`config.mk`:
```
export PLATFORM = sky130hd
export DESIGN_NAME = irq_clear_pending_bank1
export DESIGN_NICKNAME = d
export VERILOG_FILES = /design/src/hdl/irq_pending_pkg.sv /design/src/hdl/irq_clear_pending_bank1.sv /design/src/hdl/pending_cell.sv
export SDC_FILE = /design/constraint.sdc
export NUM_CORES = 1
export LEC_CHECK = 0
export BUFFER_PORTS_ARGS = -buffer_cell sky130_fd_sc_hd__buf_4
export CORE_UTILIZATION = 26
export CTS_CLUSTER_SIZE = 8
export DETAILED_ROUTE_END_ITERATION = 10
export PLACE_DENSITY = 0.43
export SLEW_MARGIN = 40
export SYNTH_ARGS = -nofsm -noshare
export SYNTH_HDL_FRONTEND = slang
export SYNTH_SLANG_ARGS = --single-unit
```
`constraint.sdc`:
```
create_clock -name ref_clk -period 5.39 [get_ports ref_clk]
set_clock_uncertainty 0.2 [all_clocks]
set_input_delay 0.2695 -clock ref_clk [delete_from_list [all_inputs] [get_ports ref_clk]]
set_output_delay 0.2695 -clock ref_clk [all_outputs]
set_load 0.1 [all_outputs]
```
`src/hdl/irq_pending_pkg.sv`:
```
package irq_pending_pkg;
    localparam int          ADDR_W          = 8;
    localparam int          DATA_W          = 32;
    localparam int          NUM_SRC         = 32;
    // register byte offsets
    localparam logic [7:0]  PEND_CLEAR_OFS  = 8'h00;
    localparam logic [7:0]  PEND_FORCE_OFS  = 8'h04;
    localparam logic [7:0]  ENABLE_OFS      = 8'h08;
    localparam logic [7:0]  ACTIVE_OFS      = 8'h0c;
    // bits 31 and 13 have no source
    localparam logic [31:0] IMPL_MASK       = 32'h7fff_dfff;
    localparam logic [31:0] PEND_RESET      = 32'h0000_0000;
    localparam logic [31:0] ENABLE_RESET    = 32'h0000_0000;
    localparam logic [1:0]  RESP_OKAY       = 2'h0;
    localparam logic [1:0]  RESP_SLVERR     = 2'h2;
endpackage : irq_pending_pkg

```
`src/hdl/irq_clear_pending_bank1.sv`:
```
// Functional notes
// - bit n maps to source n, 30:14, 12:0
// - writing one clears that source's pending state
// - clear ignored while the source is serviced
// - writing zero changes no pending state
// - read returns live pending state per bit
// - force sets pending unless disabled
`timescale 1ns/1ps
`default_nettype none
module irq_clear_pending_bank1
    import irq_pending_pkg::*;
(
    input  wire logic              ref_clk,
    input  wire logic              resetn,
    input  wire logic [ADDR_W-1:0] s_axi_awaddr,
    input  wire logic              s_axi_awvalid,
    output var  logic              s_axi_awready,
    input  wire logic [DATA_W-1:0] s_axi_wdata,
    input  wire logic [3:0]        s_axi_wstrb,
    input  wire logic              s_axi_wvalid,
    output var  logic              s_axi_wready,
    output var  logic [1:0]        s_axi_bresp,
    output var  logic              s_axi_bvalid,
    input  wire logic              s_axi_bready,
    input  wire logic [ADDR_W-1:0] s_axi_araddr,
    input  wire logic              s_axi_arvalid,
    output var  logic              s_axi_arready,
    output var  logic [DATA_W-1:0] s_axi_rdata,
    output var  logic [1:0]        s_axi_rresp,
    output var  logic              s_axi_rvalid,
    input  wire logic              s_axi_rready,
    input  wire logic [31:0]       irq_req,
    input  wire logic [31:0]       irq_active,
    input  wire logic [31:0]       irq_taken,
    output var  logic [31:0]       pending_out
);
    logic [ADDR_W-1:0] waddr_q;
    logic [DATA_W-1:0] wdata_q;
    logic [3:0]        wstrb_q;
    logic              aw_held_q;
    logic              w_held_q;
    logic              aw_held_d;
    logic              w_held_d;
    logic [ADDR_W-1:0] raddr_q;
    logic              ar_held_q;
    logic              ar_held_d;
    logic              wr_do;
    logic              rd_do;
    logic [31:0]       strb_mask;
    logic [31:0]       wr_bits;
    logic [31:0]       clear_vec;
    logic [31:0]       force_vec;
    logic [31:0]       enable_q;
    logic [31:0]       pend;
    logic [31:0]       rd_value;
    logic              rd_hit;
    logic              wr_hit;

    function automatic logic match(input logic [ADDR_W-1:0] a, input logic [7:0] ofs);
        return {a[7:2], 2'b00} == ofs;
    endfunction : match

    assign wr_do     = aw_held_q && w_held_q && !s_axi_bvalid;
    assign rd_do     = ar_held_q && !s_axi_rvalid;
    assign strb_mask = {{8{wstrb_q[3]}}, {8{wstrb_q[2]}}, {8{wstrb_q[1]}}, {8{wstrb_q[0]}}};
    assign wr_bits   = wdata_q & strb_mask;
    assign wr_hit    = match(waddr_q, PEND_CLEAR_OFS) || match(waddr_q, PEND_FORCE_OFS)
                       || match(waddr_q, ENABLE_OFS) || match(waddr_q, ACTIVE_OFS);
    // only ones act; reserved bits are masked off
    assign clear_vec = (wr_do && match(waddr_q, PEND_CLEAR_OFS)) ? wr_bits & IMPL_MASK
                                                                  : 32'h0000_0000;
    assign force_vec = (wr_do && match(waddr_q, PEND_FORCE_OFS)) ? wr_bits & IMPL_MASK
                                                                  : 32'h0000_0000;

    // address/data channels taken in either order
    always_comb begin
        aw_held_d = aw_held_q;
        w_held_d  = w_held_q;
        ar_held_d = ar_held_q;
        if (wr_do) begin
            aw_held_d = 1'b0;
            w_held_d  = 1'b0;
        end
        if (s_axi_awvalid && s_axi_awready) begin
            aw_held_d = 1'b1;
        end
        if (s_axi_wvalid && s_axi_wready) begin
            w_held_d = 1'b1;
        end
        if (rd_do) begin
            ar_held_d = 1'b0;
        end
        if (s_axi_arvalid && s_axi_arready) begin
            ar_held_d = 1'b1;
        end
    end

    always_ff @(posedge ref_clk or negedge resetn) begin
        if (!resetn) begin
            aw_held_q     <= 1'b0;
            w_held_q      <= 1'b0;
            ar_held_q     <= 1'b0;
            s_axi_awready <= 1'b0;
            s_axi_wready  <= 1'b0;
            s_axi_arready <= 1'b0;
        end else begin
            aw_held_q     <= aw_held_d;
            w_held_q      <= w_held_d;
            ar_held_q     <= ar_held_d;
            s_axi_awready <= !aw_held_d;
            s_axi_wready  <= !w_held_d;
            s_axi_arready <= !ar_held_d;
        end
    end

    always_ff @(posedge ref_clk or negedge resetn) begin
        if (!resetn) begin
            waddr_q <= '0;
            wdata_q <= '0;
            wstrb_q <= 4'h0;
            raddr_q <= '0;
        end else begin
            if (s_axi_awvalid && s_axi_awready) begin
                waddr_q <= s_axi_awaddr;
            end
            if (s_axi_wvalid && s_axi_wready) begin
                wdata_q <= s_axi_wdata;
                wstrb_q <= s_axi_wstrb;
            end
            if (s_axi_arvalid && s_axi_arready) begin
                raddr_q <= s_axi_araddr;
            end
        end
    end

    // write response
    always_ff @(posedge ref_clk or negedge resetn) begin
        if (!resetn) begin
            s_axi_bvalid <= 1'b0;
            s_axi_bresp  <= RESP_OKAY;
        end else if (wr_do) begin
            s_axi_bvalid <= 1'b1;
            s_axi_bresp  <= wr_hit ? RESP_OKAY : RESP_SLVERR;
        end else if (s_axi_bready) begin
            s_axi_bvalid <= 1'b0;
        end
    end

    always_ff @(posedge ref_clk or negedge resetn) begin
        if (!resetn) begin
            enable_q <= ENABLE_RESET;
        end else if (wr_do && match(waddr_q, ENABLE_OFS)) begin
            enable_q <= (enable_q & ~strb_mask) | (wr_bits & IMPL_MASK);
        end
    end

    // one cell per implemented source; holes stay zero
    for (genvar n = 0; n < NUM_SRC; n++) begin : g_src
        if (IMPL_MASK[n]) begin : g_impl
            pending_cell u_cell (
                .ref_clk   (ref_clk),
                .resetn    (resetn),
                .enable    (enable_q[n]),
                .hw_req    (irq_req[n]),
                .sw_force  (force_vec[n]),
                .sw_clear  (clear_vec[n]),
                .active    (irq_active[n]),
                .taken     (irq_taken[n]),
                .pending_q (pend[n])
            );
        end else begin : g_hole
            assign pend[n] = 1'b0;
        end
    end

    always_ff @(posedge ref_clk or negedge resetn) begin
        if (!resetn) begin
            pending_out <= PEND_RESET;
        end else begin
            pending_out <= pend;
        end
    end

    always_comb begin
        rd_hit   = 1'b1;
        rd_value = 32'h0000_0000;
        if (match(raddr_q, PEND_CLEAR_OFS) || match(raddr_q, PEND_FORCE_OFS)) begin
            rd_value = pend & IMPL_MASK;
        end else if (match(raddr_q, ENABLE_OFS)) begin
            rd_value = enable_q;
        end else if (match(raddr_q, ACTIVE_OFS)) begin
            rd_value = irq_active & IMPL_MASK;
        end else begin
            rd_hit = 1'b0;
        end
    end

    always_ff @(posedge ref_clk or negedge resetn) begin
        if (!resetn) begin
            s_axi_rvalid <= 1'b0;
            s_axi_rdata  <= 32'h0000_0000;
            s_axi_rresp  <= RESP_OKAY;
        end else if (rd_do) begin
            s_axi_rvalid <= 1'b1;
            s_axi_rdata  <= rd_value;
            s_axi_rresp  <= rd_hit ? RESP_OKAY : RESP_SLVERR;
        end else if (s_axi_rready) begin
            s_axi_rvalid <= 1'b0;
        end
    end

    function automatic logic pend_changed_only_clear(input logic [31:0] now, input logic [31:0] was,
                                                     input logic [31:0] clr, input logic [31:0] tk);
        return ((was & ~now) & ~(clr | tk)) == 32'h0000_0000;
    endfunction : pend_changed_only_clear
endmodule : irq_clear_pending_bank1
`default_nettype wire

```
`src/hdl/pending_cell.sv`:
```
`timescale 1ns/1ps
`default_nettype none
module pending_cell
    import irq_pending_pkg::*;
(
    input  wire logic ref_clk,
    input  wire logic resetn,
    input  wire logic enable,
    input  wire logic hw_req,
    input  wire logic sw_force,
    input  wire logic sw_clear,
    input  wire logic active,
    input  wire logic taken,
    output var  logic pending_q
);
    logic pending_d;

    always_comb begin
        pending_d = pending_q;
        if (sw_clear && !active) begin
            pending_d = 1'b0;
        end
        if (taken) begin
            pending_d = 1'b0;
        end
        // a new request wins over a clear in the same cycle
        if ((sw_force || hw_req) && enable) begin
            pending_d = 1'b1;
        end
    end

    always_ff @(posedge ref_clk or negedge resetn) begin
        if (!resetn) begin
            pending_q <= 1'b0;
        end else begin
            pending_q <= pending_d;
        end
    end
endmodule : pending_cell
`default_nettype wire

```
==> results.sh, run 1 <==
export IMPL_route_detailed_drc=0
export IMPL_synth_async_reset_ratio_pct=100.0
export IMPL_syn_avg_cell_area_um2=11.28
export IMPL_die_h_um=172.0
export IMPL_synth_area_top_cells="dfrtp_1, mux2_2, o21ai_0"
export IMPL_place_inst=1229
export IMPL_status="completed"
export IMPL_netlist_area_um2=7512
export IMPL_grt_total_usage_pct=16.23
export IMPL_finalSetupViolCount=0
export IMPL_synth_area_leader_cell="dfrtp_1"
export IMPL_cts_sinks=180
export IMPL_yosysMostFrequentCell="dfrtp_1"
export IMPL_synth_edf_count=0
export IMPL_powerDensity_nw_per_um2=547.2
export IMPL_drtIter0Drc=294
export IMPL_dpl_hpwl_um=15570
export IMPL_setup_tns_ns=0
export IMPL_drive_gt1_share_pct=33.64
export IMPL_initial_core_util_pct=26.75
export IMPL_ant_nets=0
export IMPL_antenna_found_initial=3
export IMPL_rsz0062_at_grt="false"
export IMPL_period_minus_slack_ns=2.886
export IMPL_grt_max_degree=81
export IMPL_rows=61
export IMPL_cts_buffers=17
export IMPL_globalplace_congestion=0.7443
export IMPL_cp_end_kind="register"
export IMPL_clk_latency_ns=0.43
export IMPL_maxSlewHeadroom_pct=45.27
export IMPL_drt_total_wl_um=23630
export IMPL_cp_data_required_time_ns=5.55
export IMPL_core_area_um2=28090
export IMPL_p_leak_nw=5.233
export IMPL_ys_warn_count=0
export IMPL_crit_type="reg -> reg"
export IMPL_drtPass1Iterations=4
export IMPL_grt_overflow_total=0
export IMPL_viasPerCell=4.431
export IMPL_hold_slack_ns=0.05703
export IMPL_worst_pin_slew_ns=0.8180
export IMPL_synth_top_cell_area_share_pct=59.96
export IMPL_ys_types=30
export IMPL_hold_class="in -> reg"
export IMPL_crit_arrival_ns=3.04
export IMPL_maxCapViolations=0
export IMPL_root_buffer="clkbuf_16"
export IMPL_synth_common_cells="dfrtp_1, nand2_1, mux2_2"
export IMPL_ys_ff_latch=180
export IMPL_top_level_ports=228
export IMPL_grt_pass1_wl_um=35760
export IMPL_cts_clk_slew_worst_paths_ns=0.07
export IMPL_io_buffers=211
export IMPL_final_hold_viol_count=0
export IMPL_wl_per_cell_um=17.26
export IMPL_synthCells=666
export IMPL_cts_buffer_depth=2
export IMPL_cts_max_level=4
export IMPL_cp_max_fo=8
export IMPL_peakVddDrop_mv=0.3732
export IMPL_fillers=2839
export IMPL_yosysSeqAreaShare_pct=59.96
export IMPL_max_freq_mhz=346.5
export IMPL_fin_nets=1134
export IMPL_synth_flop_cell="dfrtp_1"
export IMPL_route_vias_total=6066
export IMPL_grt_pass1_vias=6183
export IMPL_die_x_um=172.0
export IMPL_cts_tree="built"
export IMPL_cts_setup_buffers=0
export IMPL_area_delta_synth_final_pct=49.58
export IMPL_start_kind="register"
export IMPL_min_period_over_period_pct=53.54
export IMPL_slew_viol_final=0
export IMPL_fin_cells=1369
export IMPL_die_area_um2=29580
final timing paths:
path / startpoint / endpoint / slack (ns) / cells past startpoint
worst min register to register: g_src[7].g_impl.u_cell.pending_q$_DFFE_PN0P_ / pending_out[7]$_DFF_PN0_ / 0.19 / 0
max in group asynchronous: resetn / wdata_q[25]$_DFFE_PN0P_ / 3.57 / 3
worst max-delay path: waddr_q[5]$_DFFE_PN0P_ / g_src[25].g_impl.u_cell.pending_q$_DFFE_PN0P_ / 2.50 / 5
worst min-delay path: irq_active[28] / s_axi_rdata[28]$_DFFE_PN0P_ / 0.06 / 5
worst max register to register: waddr_q[5]$_DFFE_PN0P_ / g_src[25].g_impl.u_cell.pending_q$_DFFE_PN0P_ / 2.50 / 5
min in group asynchronous: resetn / g_src[27].g_impl.u_cell.pending_q$_DFFE_PN0P_ / 0.23 / 2
worst max-delay path, cell delays in order (launching register included):
cell and delay [ns]:
dfrtp_1 0.39, or4_1 0.59, nor2_1 0.65, a41oi_1 0.21, o32ai_1 0.18, dlygate4sd3_1 0.60
placed cells by master, fill, tap and decap left out, types with 2 or more instances in the layout:
cell,instances
mux2i_1,5
conb_1,4
nor2b_1,7
buf_4,217
and3b_1,2
dfrtp_1,178
nand3_1,27
clkbuf_8,2
o21ai_0,68
inv_8,2
clkbuf_16,17
inv_6,3
a41oi_1,7
bufinv_16,4
nand2_2,5
and4_1,3
and2_1,2
nand2_1,78
o32ai_1,25
nor2_1,9
clkinvlp_4,2
dfrtp_2,2
o211ai_1,25
nand2_4,2
nand4_1,2
nor4_1,2
a21oi_1,18
nor3_1,10
nor3b_1,14
mux2_2,74
inv_1,56
mux2_1,2
dlygate4sd3_1,109
per-layer routing:
| metal | GRT usage [%] | wire (µm) | vias up | share of wire [%] |
|---|---|---|---|---|
| li1 | - | - | 2976 | - |
| met1 | 21.76 | 10830 | 2939 | 46 |
| met2 | 26.68 | 11380 | 133 | 48 |
| met3 | 3.204 | 1216 | 16 | 5.1 |
| met4 | 4.155 | 184 | 2 | 0.78 |
| met5 | 0 | 13 | - | 0.055 |
power breakdown:
group	internal [mW]	switching [mW]
clock	0.797	0.567
combinational	0.833	1.76
sequential	1.82	0.374
layout make-up:
| type | count | area [µm²] | share of cell area (%) |
|---|---|---|---|
| antenna | 1 | 2.502 | 0.02227 |
| clock buffer | 18 | 439.2 | 3.908 |
| clock inverter | 12 | 192.7 | 1.715 |
| inverter | 56 | 210.2 | 1.871 |
| multi-input combinational | 397 | 2679 | 23.84 |
| sequential | 180 | 4507 | 40.11 |
| tap | 378 | 473.0 | 4.209 |
| timing repair buffer | 327 | 2734 | 24.33 |
repair_timing:
| action | 4_1_cts | 5_1_grt |
|---|---|---|
| gates resized for setup | 0 | 0 |
| hold buffers | 109 | 0 |
| endpoints found under the hold margin | 156 | 0 |
kinds of logic (layout without fill, tap and decap cells):
kind of cell           Yosys count  after routing  synth area share, %
flip-flops                     180            180                59.96
AND/OR/NAND/NOR                168            168                11.08
AO/OA/AOI/OAI                  144            144                12.06
buffers and inverters           92            413                4.797
multiplexers                    81             81                12.06
other                            1              5              0.04992
per-stage QoR:
step | utilization, % | worst slack (ns) | total power, mW | cell area, µm²
after floorplan | - | 3.022 | 3.963 | 7523
after global placement | 33.81 | 2.707 | 4.675 | 9497
after detailed placement | 33.86 | 2.887 | 4.701 | 9512
after CTS | 40.00 | 2.506 | 6.230 | 11230
after global routing | 40.01 | 2.374 | 6.498 | 11240
final | 40.01 | 2.504 | 6.149 | 11240
No activity file was read; power rests on OpenSTA's default activity.
==> inputs of run 2 (changes only) <==
Settings changed: ABC_AREA set to 1, PLACE_DENSITY 0.43 to 0.44.
Clock period 5.39 ns to 2.3 ns, I/O delays scaled along.
==> run 2 against run 1 <==
Critical path depth is the same. Synthesized cell count grew 51%. Fmax increased by 34%. Clock power is 120% higher. Via count is 28% higher. Critical path type unchanged.
==> results.sh, run 2 <==
export IMPL_r2r_start="s_axi_awready$_DFF_PN0_"
export IMPL_synth_flop_cell="dfrtp_1"
export IMPL_max_freq_mhz=462.9
export IMPL_cts_buffer_depth=2
export IMPL_cts_setup_buffers=0
export IMPL_cts_tree="built"
export IMPL_period_minus_slack_ns=2.160
export IMPL_drt_total_wl_um=28230
export IMPL_cts_sinks=180
export IMPL_ant_nets=0
export IMPL_antenna_found_initial=0
export IMPL_top_level_ports=228
export IMPL_peakVddDrop_mv=0.8476
export IMPL_synth_top_family_by_area="simple AND/OR/NAND/NOR gates"
export IMPL_cp_end_kind="register"
export IMPL_cts_clk_slew_worst_paths_ns=0.08
export IMPL_rsz0062_at_grt="false"
export IMPL_rows=65
export IMPL_globalplace_congestion=0.7400
export IMPL_synth_simple_area_share_pct=26.57
export IMPL_cts_max_level=4
export IMPL_grt_max_degree=62
export IMPL_worstPathCellList="nand2_2, nor2_1, dlygate4sd3_1, a21oi_1, dlygate4sd3_1"
export IMPL_synth_xor_area_share_pct=0
export IMPL_grt_total_usage_pct=17.56
export IMPL_synthAdderAreaFrac_pct=0
export IMPL_ys_ff_latch=180
export IMPL_viasPerCell=4.336
export IMPL_mostFrequentLayoutCell="nand2_1"
export IMPL_netlist_area_um2=8519
export IMPL_io_buffers=211
export IMPL_grt_pass1_vias=7969
export IMPL_endpoint="waddr_q[2]$_DFFE_PN0P_"
export IMPL_crit_type="reg -> reg"
export IMPL_fin_cells=1791
export IMPL_area_delta_synth_final_pct=48.08
export IMPL_synth_area_top_cells="dfrtp_1, nand2_1, inv_1"
export IMPL_die_h_um=183.0
export IMPL_layout_common_cells="nand2_1, buf_4, dfrtp_1"
export IMPL_synthCells=1003
export IMPL_die_x_um=183.0
export IMPL_yosysSeqAreaShare_pct=52.87
export IMPL_holdPathStages=3
export IMPL_synth_edf_count=0
export IMPL_ys_warn_count=0
export IMPL_synth_compound_area_share_pct=9.120
export IMPL_dpl_hpwl_um=17910
export IMPL_route_vias_total=7765
export IMPL_powerDensity_nw_per_um2=1343
export IMPL_critPathMaxStageDelay_ns=0.56
export IMPL_syn_avg_cell_area_um2=8.494
export IMPL_yosysMostFrequentCell="nand2_1"
export IMPL_cts_buffers=17
export IMPL_final_hold_viol_count=0
export IMPL_clk_latency_ns=0.45
export IMPL_p_leak_nw=6.640
export IMPL_startpoint="s_axi_awready$_DFF_PN0_"
export IMPL_hold_class="in -> reg"
export IMPL_route_detailed_drc=0
export IMPL_crit_top_cell="dlygate4sd3_1"
export IMPL_fin_nets=1498
export IMPL_r2r_end="waddr_q[2]$_DFFE_PN0P_"
export IMPL_synth_area_leader_cell="dfrtp_1"
export IMPL_ys_types=28
export IMPL_setup_tns_ns=0
export IMPL_crit_family="buffers and inverters"
export IMPL_pre_cts_ws_ns=0.3238
export IMPL_critPathSlowestCell="dlygate4sd3_1"
export IMPL_initial_core_util_pct=26.72
export IMPL_maxCapViolations=0
export IMPL_synth_top_cell_area_share_pct=52.87
export IMPL_die_area_um2=33490
export IMPL_regToRegSetupSlack_ns=0.14
export IMPL_min_period_over_period_pct=93.92
export IMPL_worst_slack_ns=0.1399
export IMPL_synth_async_reset_ratio_pct=100.0
export IMPL_place_inst=1615
export IMPL_crit_arrival_ns=2.33
export IMPL_grt_pass1_wl_um=44590
export IMPL_path_depth=5
export IMPL_start_kind="register"
export IMPL_wl_per_cell_um=15.76
export IMPL_finalSetupViolCount=0
export IMPL_drive_gt1_share_pct=26.55
export IMPL_path_buf_inv=2
export IMPL_root_buffer="clkbuf_16"
export IMPL_worst_pin_slew_ns=0.7912
export IMPL_drtIter0Drc=427
export IMPL_num_antenna_cells=0
export IMPL_maxSlewHeadroom_pct=47.18
export IMPL_drtPass1Iterations=4
export IMPL_r2r_cells=5
export IMPL_cp_max_fo=9
export IMPL_status="completed"
export IMPL_cp_data_required_time_ns=2.47
export IMPL_synthMuxAreaShare_pct=1.718
export IMPL_grt_overflow_total=0
export IMPL_core_area_um2=31880
export IMPL_slew_viol_final=0
export IMPL_synth_common_cells="nand2_1, dfrtp_1, inv_1"
run 2: cell count changes after synthesis, moves of 30 or more:
cell,previous run,this run
a21oi_1,18,64
inv_1,56,132
mux2_2,74,13
nand2_1,81,255
nand3_1,27,62
nand4_1,2,60
nor2_1,9,68
o21ai_0,68,3
o21ai_2,0,36
or2_2,0,30
run 2: layer usage:
layer,share of wire [%],GRT usage [%]
met1,46,23.14
met2,48,29.08
met3,4.3,3.376
met4,1.4,5.333
met5,0,0
run 2: layout make-up:
cell class	count	area, µm²
inverter	133	499.2
sequential	180	4504
timing repair buffer	376	3264
clock buffer	18	439.2
clock inverter	14	137.6
tap	435	544.3
fill	3351	19260
multi-input combinational	635	3227
run 2: worst register-to-register path, stage by stage, from the launching register on:
cell and delay (ns):
dfrtp_1 0.40, nand2_2 0.18, nor2_1 0.06, dlygate4sd3_1 0.56
a21oi_1 0.14, dlygate4sd3_1 0.56
run 2: kinds of logic after synthesis:
| group | Yosys count |
|---|---|
| compound gates | 128 |
| buf+inv | 191 |
| flops | 180 |
| mux | 13 |
| other cells | 1 |
| simple gates | 490 |
run 2: per-stage QoR:
step,instance area [µm²],hold WS [ns],power [mW],utilization (%)
after floorplan,8531,-0.3806,11.45,-
after global placement,10600,-0.03568,13.76,33.23
after detailed placement,10600,-0.03070,13.83,33.23
after CTS,12610,0.01709,17.12,39.56
after global routing,12620,0.05289,17.97,39.57
final,12620,0.02509,16.95,39.57
run 2: timing repair:
action,4_1_cts,5_1_grt
hold endpoints to repair,290,0
hold buffers,144,0
endpoints found under the setup margin,0,2
gates resized for setup,0,1
run 2: how the worst min path moves through the flow:
stage,start,end,slack [ns]
floorplan,resetn,async pin,-0.38
global placement,resetn,wstrb_q[3]$_DFFE_PN0P_,-0.04
detailed placement,resetn,wstrb_q[3]$_DFFE_PN0P_,-0.03
CTS,s_axi_arvalid,raddr_q[3]$_DFFE_PN0P_,0.02
global route,s_axi_arvalid,raddr_q[3]$_DFFE_PN0P_,0.05
finish,s_axi_arvalid,raddr_q[3]$_DFFE_PN0P_,0.03
run 2: power breakdown:
part	switching, mW	internal [mW]	total, mW
logic	6.36	2.16	8.52
registers	0.912	4.51	5.42
clock network	1.44	1.56	3.00
total	8.72	8.23	16.9
==> inputs of run 3 (changes only) <==
Settings changed: CORE_ASPECT_RATIO set to 1.75.
==> run 3 against run 2 <==
Final area up 0.21%. Total power up 0.74%. Largest power group unchanged. Non-clock buffer count up 6. Clock-buffer cell count up 1. Largest cell class unchanged. The run now ends with design-rule violations left. Sequential share of layout area down 0.074 points. Combinational power down 0.8%. First-iteration DRC count unchanged. Flip-flop and latch count unchanged.
==> results.sh, run 3 (synthesis results as in run 2) <==
export IMPL_drtPass1Iterations=8
export IMPL_area_delta_synth_final_pct=48.39
export IMPL_crit_family="buffers and inverters"
export IMPL_power_frac_comb_pct=49.5
export IMPL_globalplace_congestion=0.7579
export IMPL_maxSlewHeadroom_pct=45.91
export IMPL_grt_overflow_total=0
export IMPL_top_level_ports=228
export IMPL_setup_tns_ns=0
export IMPL_route_detailed_drc=24
export IMPL_maxCapViolations=0
export IMPL_peakVddDrop_mv=0.6704
export IMPL_status="finished, violations left"
export IMPL_dpl_hpwl_um=18730
export IMPL_wl_per_cell_um=16.07
export IMPL_cp_end_kind="register"
export IMPL_viasPerCell=4.425
export IMPL_cts_clk_slew_worst_paths_ns=0.07
export IMPL_layout_common_cells="nand2_1, buf_4, dfrtp_1"
export IMPL_final_hold_viol_count=0
export IMPL_met2_length_um=15300
export IMPL_min_period_over_period_pct=91.97
export IMPL_die_h_um=241.5
export IMPL_drt_total_wl_um=28310
export IMPL_route_vias_total=7797
export IMPL_finalSetupViolCount=0
export IMPL_regToRegSetupSlack_ns=0.18
export IMPL_r2r_cells=5
export IMPL_cts_buffer_depth=2
export IMPL_mostFrequentLayoutCell="nand2_1"
export IMPL_die_area_um2=33520
export IMPL_fin_nets=1504
export IMPL_die_x_um=138.8
export IMPL_pwr_share_clk_pct=18.7
export IMPL_cts_buffers=17
export IMPL_rows=87
export IMPL_cts_sinks=180
export IMPL_critPathMaxStageDelay_ns=0.55
export IMPL_p_leak_nw=6.664
export IMPL_hold_slack_ns=0.008522
export IMPL_cts_tree="built"
export IMPL_drtIter0Drc=427
export IMPL_ant_nets=0
export IMPL_period_minus_slack_ns=2.115
export IMPL_route_met3_wl_um=1239
export IMPL_hold_class="in -> async"
export IMPL_core_area_um2=32220
export IMPL_cts_max_level=4
export IMPL_worst_slack_ns=0.1846
export IMPL_clk_latency_ns=0.45
export IMPL_crit_type="reg -> reg"
export IMPL_p_int_mw=8.508
export IMPL_drive_gt1_share_pct=26.60
export IMPL_worstPathCellList="nand2_2, nor2_1, dlygate4sd3_1, a21oi_1, dlygate4sd3_1"
export IMPL_cp_data_required_time_ns=2.49
export IMPL_worst_pin_slew_ns=0.8101
export IMPL_p_switching_mw=8.563
export IMPL_crit_top_cell="dlygate4sd3_1"
export IMPL_power_frac_seq_pct=31.8
export IMPL_grt_pass1_wl_um=43370
export IMPL_critPathSlowestCell="dlygate4sd3_1"
export IMPL_crit_arrival_ns=2.31
export IMPL_slew_viol_final=0
export IMPL_grt_pass1_vias=7759
export IMPL_powerDensity_nw_per_um2=1350
export IMPL_grt_total_usage_pct=17.27
export IMPL_failed_checks="design-rule violations"
export IMPL_initial_core_util_pct=26.44
export IMPL_pre_cts_ws_ns=0.4209
export IMPL_path_buf_inv=2
export IMPL_start_kind="register"
export IMPL_grt_max_degree=62
export IMPL_cp_max_fo=9
export IMPL_switching_share_pct=50.16
export IMPL_path_depth=5
export IMPL_root_buffer="clkbuf_16"
export IMPL_antenna_found_initial=1
export IMPL_io_buffers=211
export IMPL_place_inst=1582
export IMPL_max_freq_mhz=472.7
export IMPL_m1WireLength_um=11360
export IMPL_fin_cells=1762
export IMPL_rsz0062_at_grt="false"
export IMPL_top_layer="met4"
run 3: cell types whose count changed in the layout (fill, tap and decap cells not counted), sizes merged:
cell         previous run  this run
clkbuf                 19        20
buf                   231       233
diode                   0         1
inv                   142       133
bufinv                  1         4
dlygate4sd3           144       148
clkinvlp                1         3
clkinv                  3         5
run 3: layout make-up:
type                            count  area, µm²
Fill cell                        3334      19580
Sequential cell                   180       4504
Timing Repair Buffer              382       3269
Multi-Input combinational cell    635       3234
Tap cell                          400      500.5
Inverter                          133      499.2
Clock buffer                       19      452.9
Clock inverter                     12      178.9
Antenna cell                        1      2.502
run 3: power groups by stage:
| stage | combinational (mW) | sequential [mW] | clock [mW] |
|---|---|---|---|
| floorplan | 3.00 | 8.45 | 0 |
| detailed placement | 8.25 | 5.49 | 0 |
| global placement | 8.20 | 5.47 | 0 |
| finish | 8.45 | 5.43 | 3.19 |
| global route | 9.05 | 5.61 | 3.41 |
| CTS | 8.51 | 5.45 | 3.31 |
run 3: through the flow:
stage / power [mW] / utilization, % / area (µm²)
detailed placement: 13.74 / 32.65 / 10520
finish: 17.07 / 39.24 / 12640
CTS: 17.26 / 39.21 / 12630
global placement: 13.67 / 32.65 / 10520
floorplan: 11.45 / - / 8531
global route: 18.06 / 39.24 / 12640
run 3: final timing paths:
path,start,endpoint
worst max-delay path,s_axi_awready$_DFF_PN0_,waddr_q[2]$_DFFE_PN0P_
worst min-delay path,resetn,async pin
worst max register to register,s_axi_awready$_DFF_PN0_,waddr_q[2]$_DFFE_PN0P_
worst min register to register,g_src[3].g_impl.u_cell.pending_q$_DFFE_PN0P_,pending_out[3]$_DFF_PN0_
max in group asynchronous,resetn,pending_out[4]$_DFF_PN0_
min in group ref_clk,s_axi_bready,s_axi_bvalid$_DFFE_PN0P_
run 3: layer usage:
metal  vias up  GRT usage (%)
met5         -              0
li1       3875              -
met3        27          3.301
met2       203          32.05
met1      3692          19.80
met4         0          5.758
run 3: timing repair:
action / CTS / global route
endpoints found under the hold margin: 293 / 0
setup buffers: 0 / 0
hold buffers: 148 / 0
setup endpoints to repair: 0 / 3
resized for setup: 0 / 2
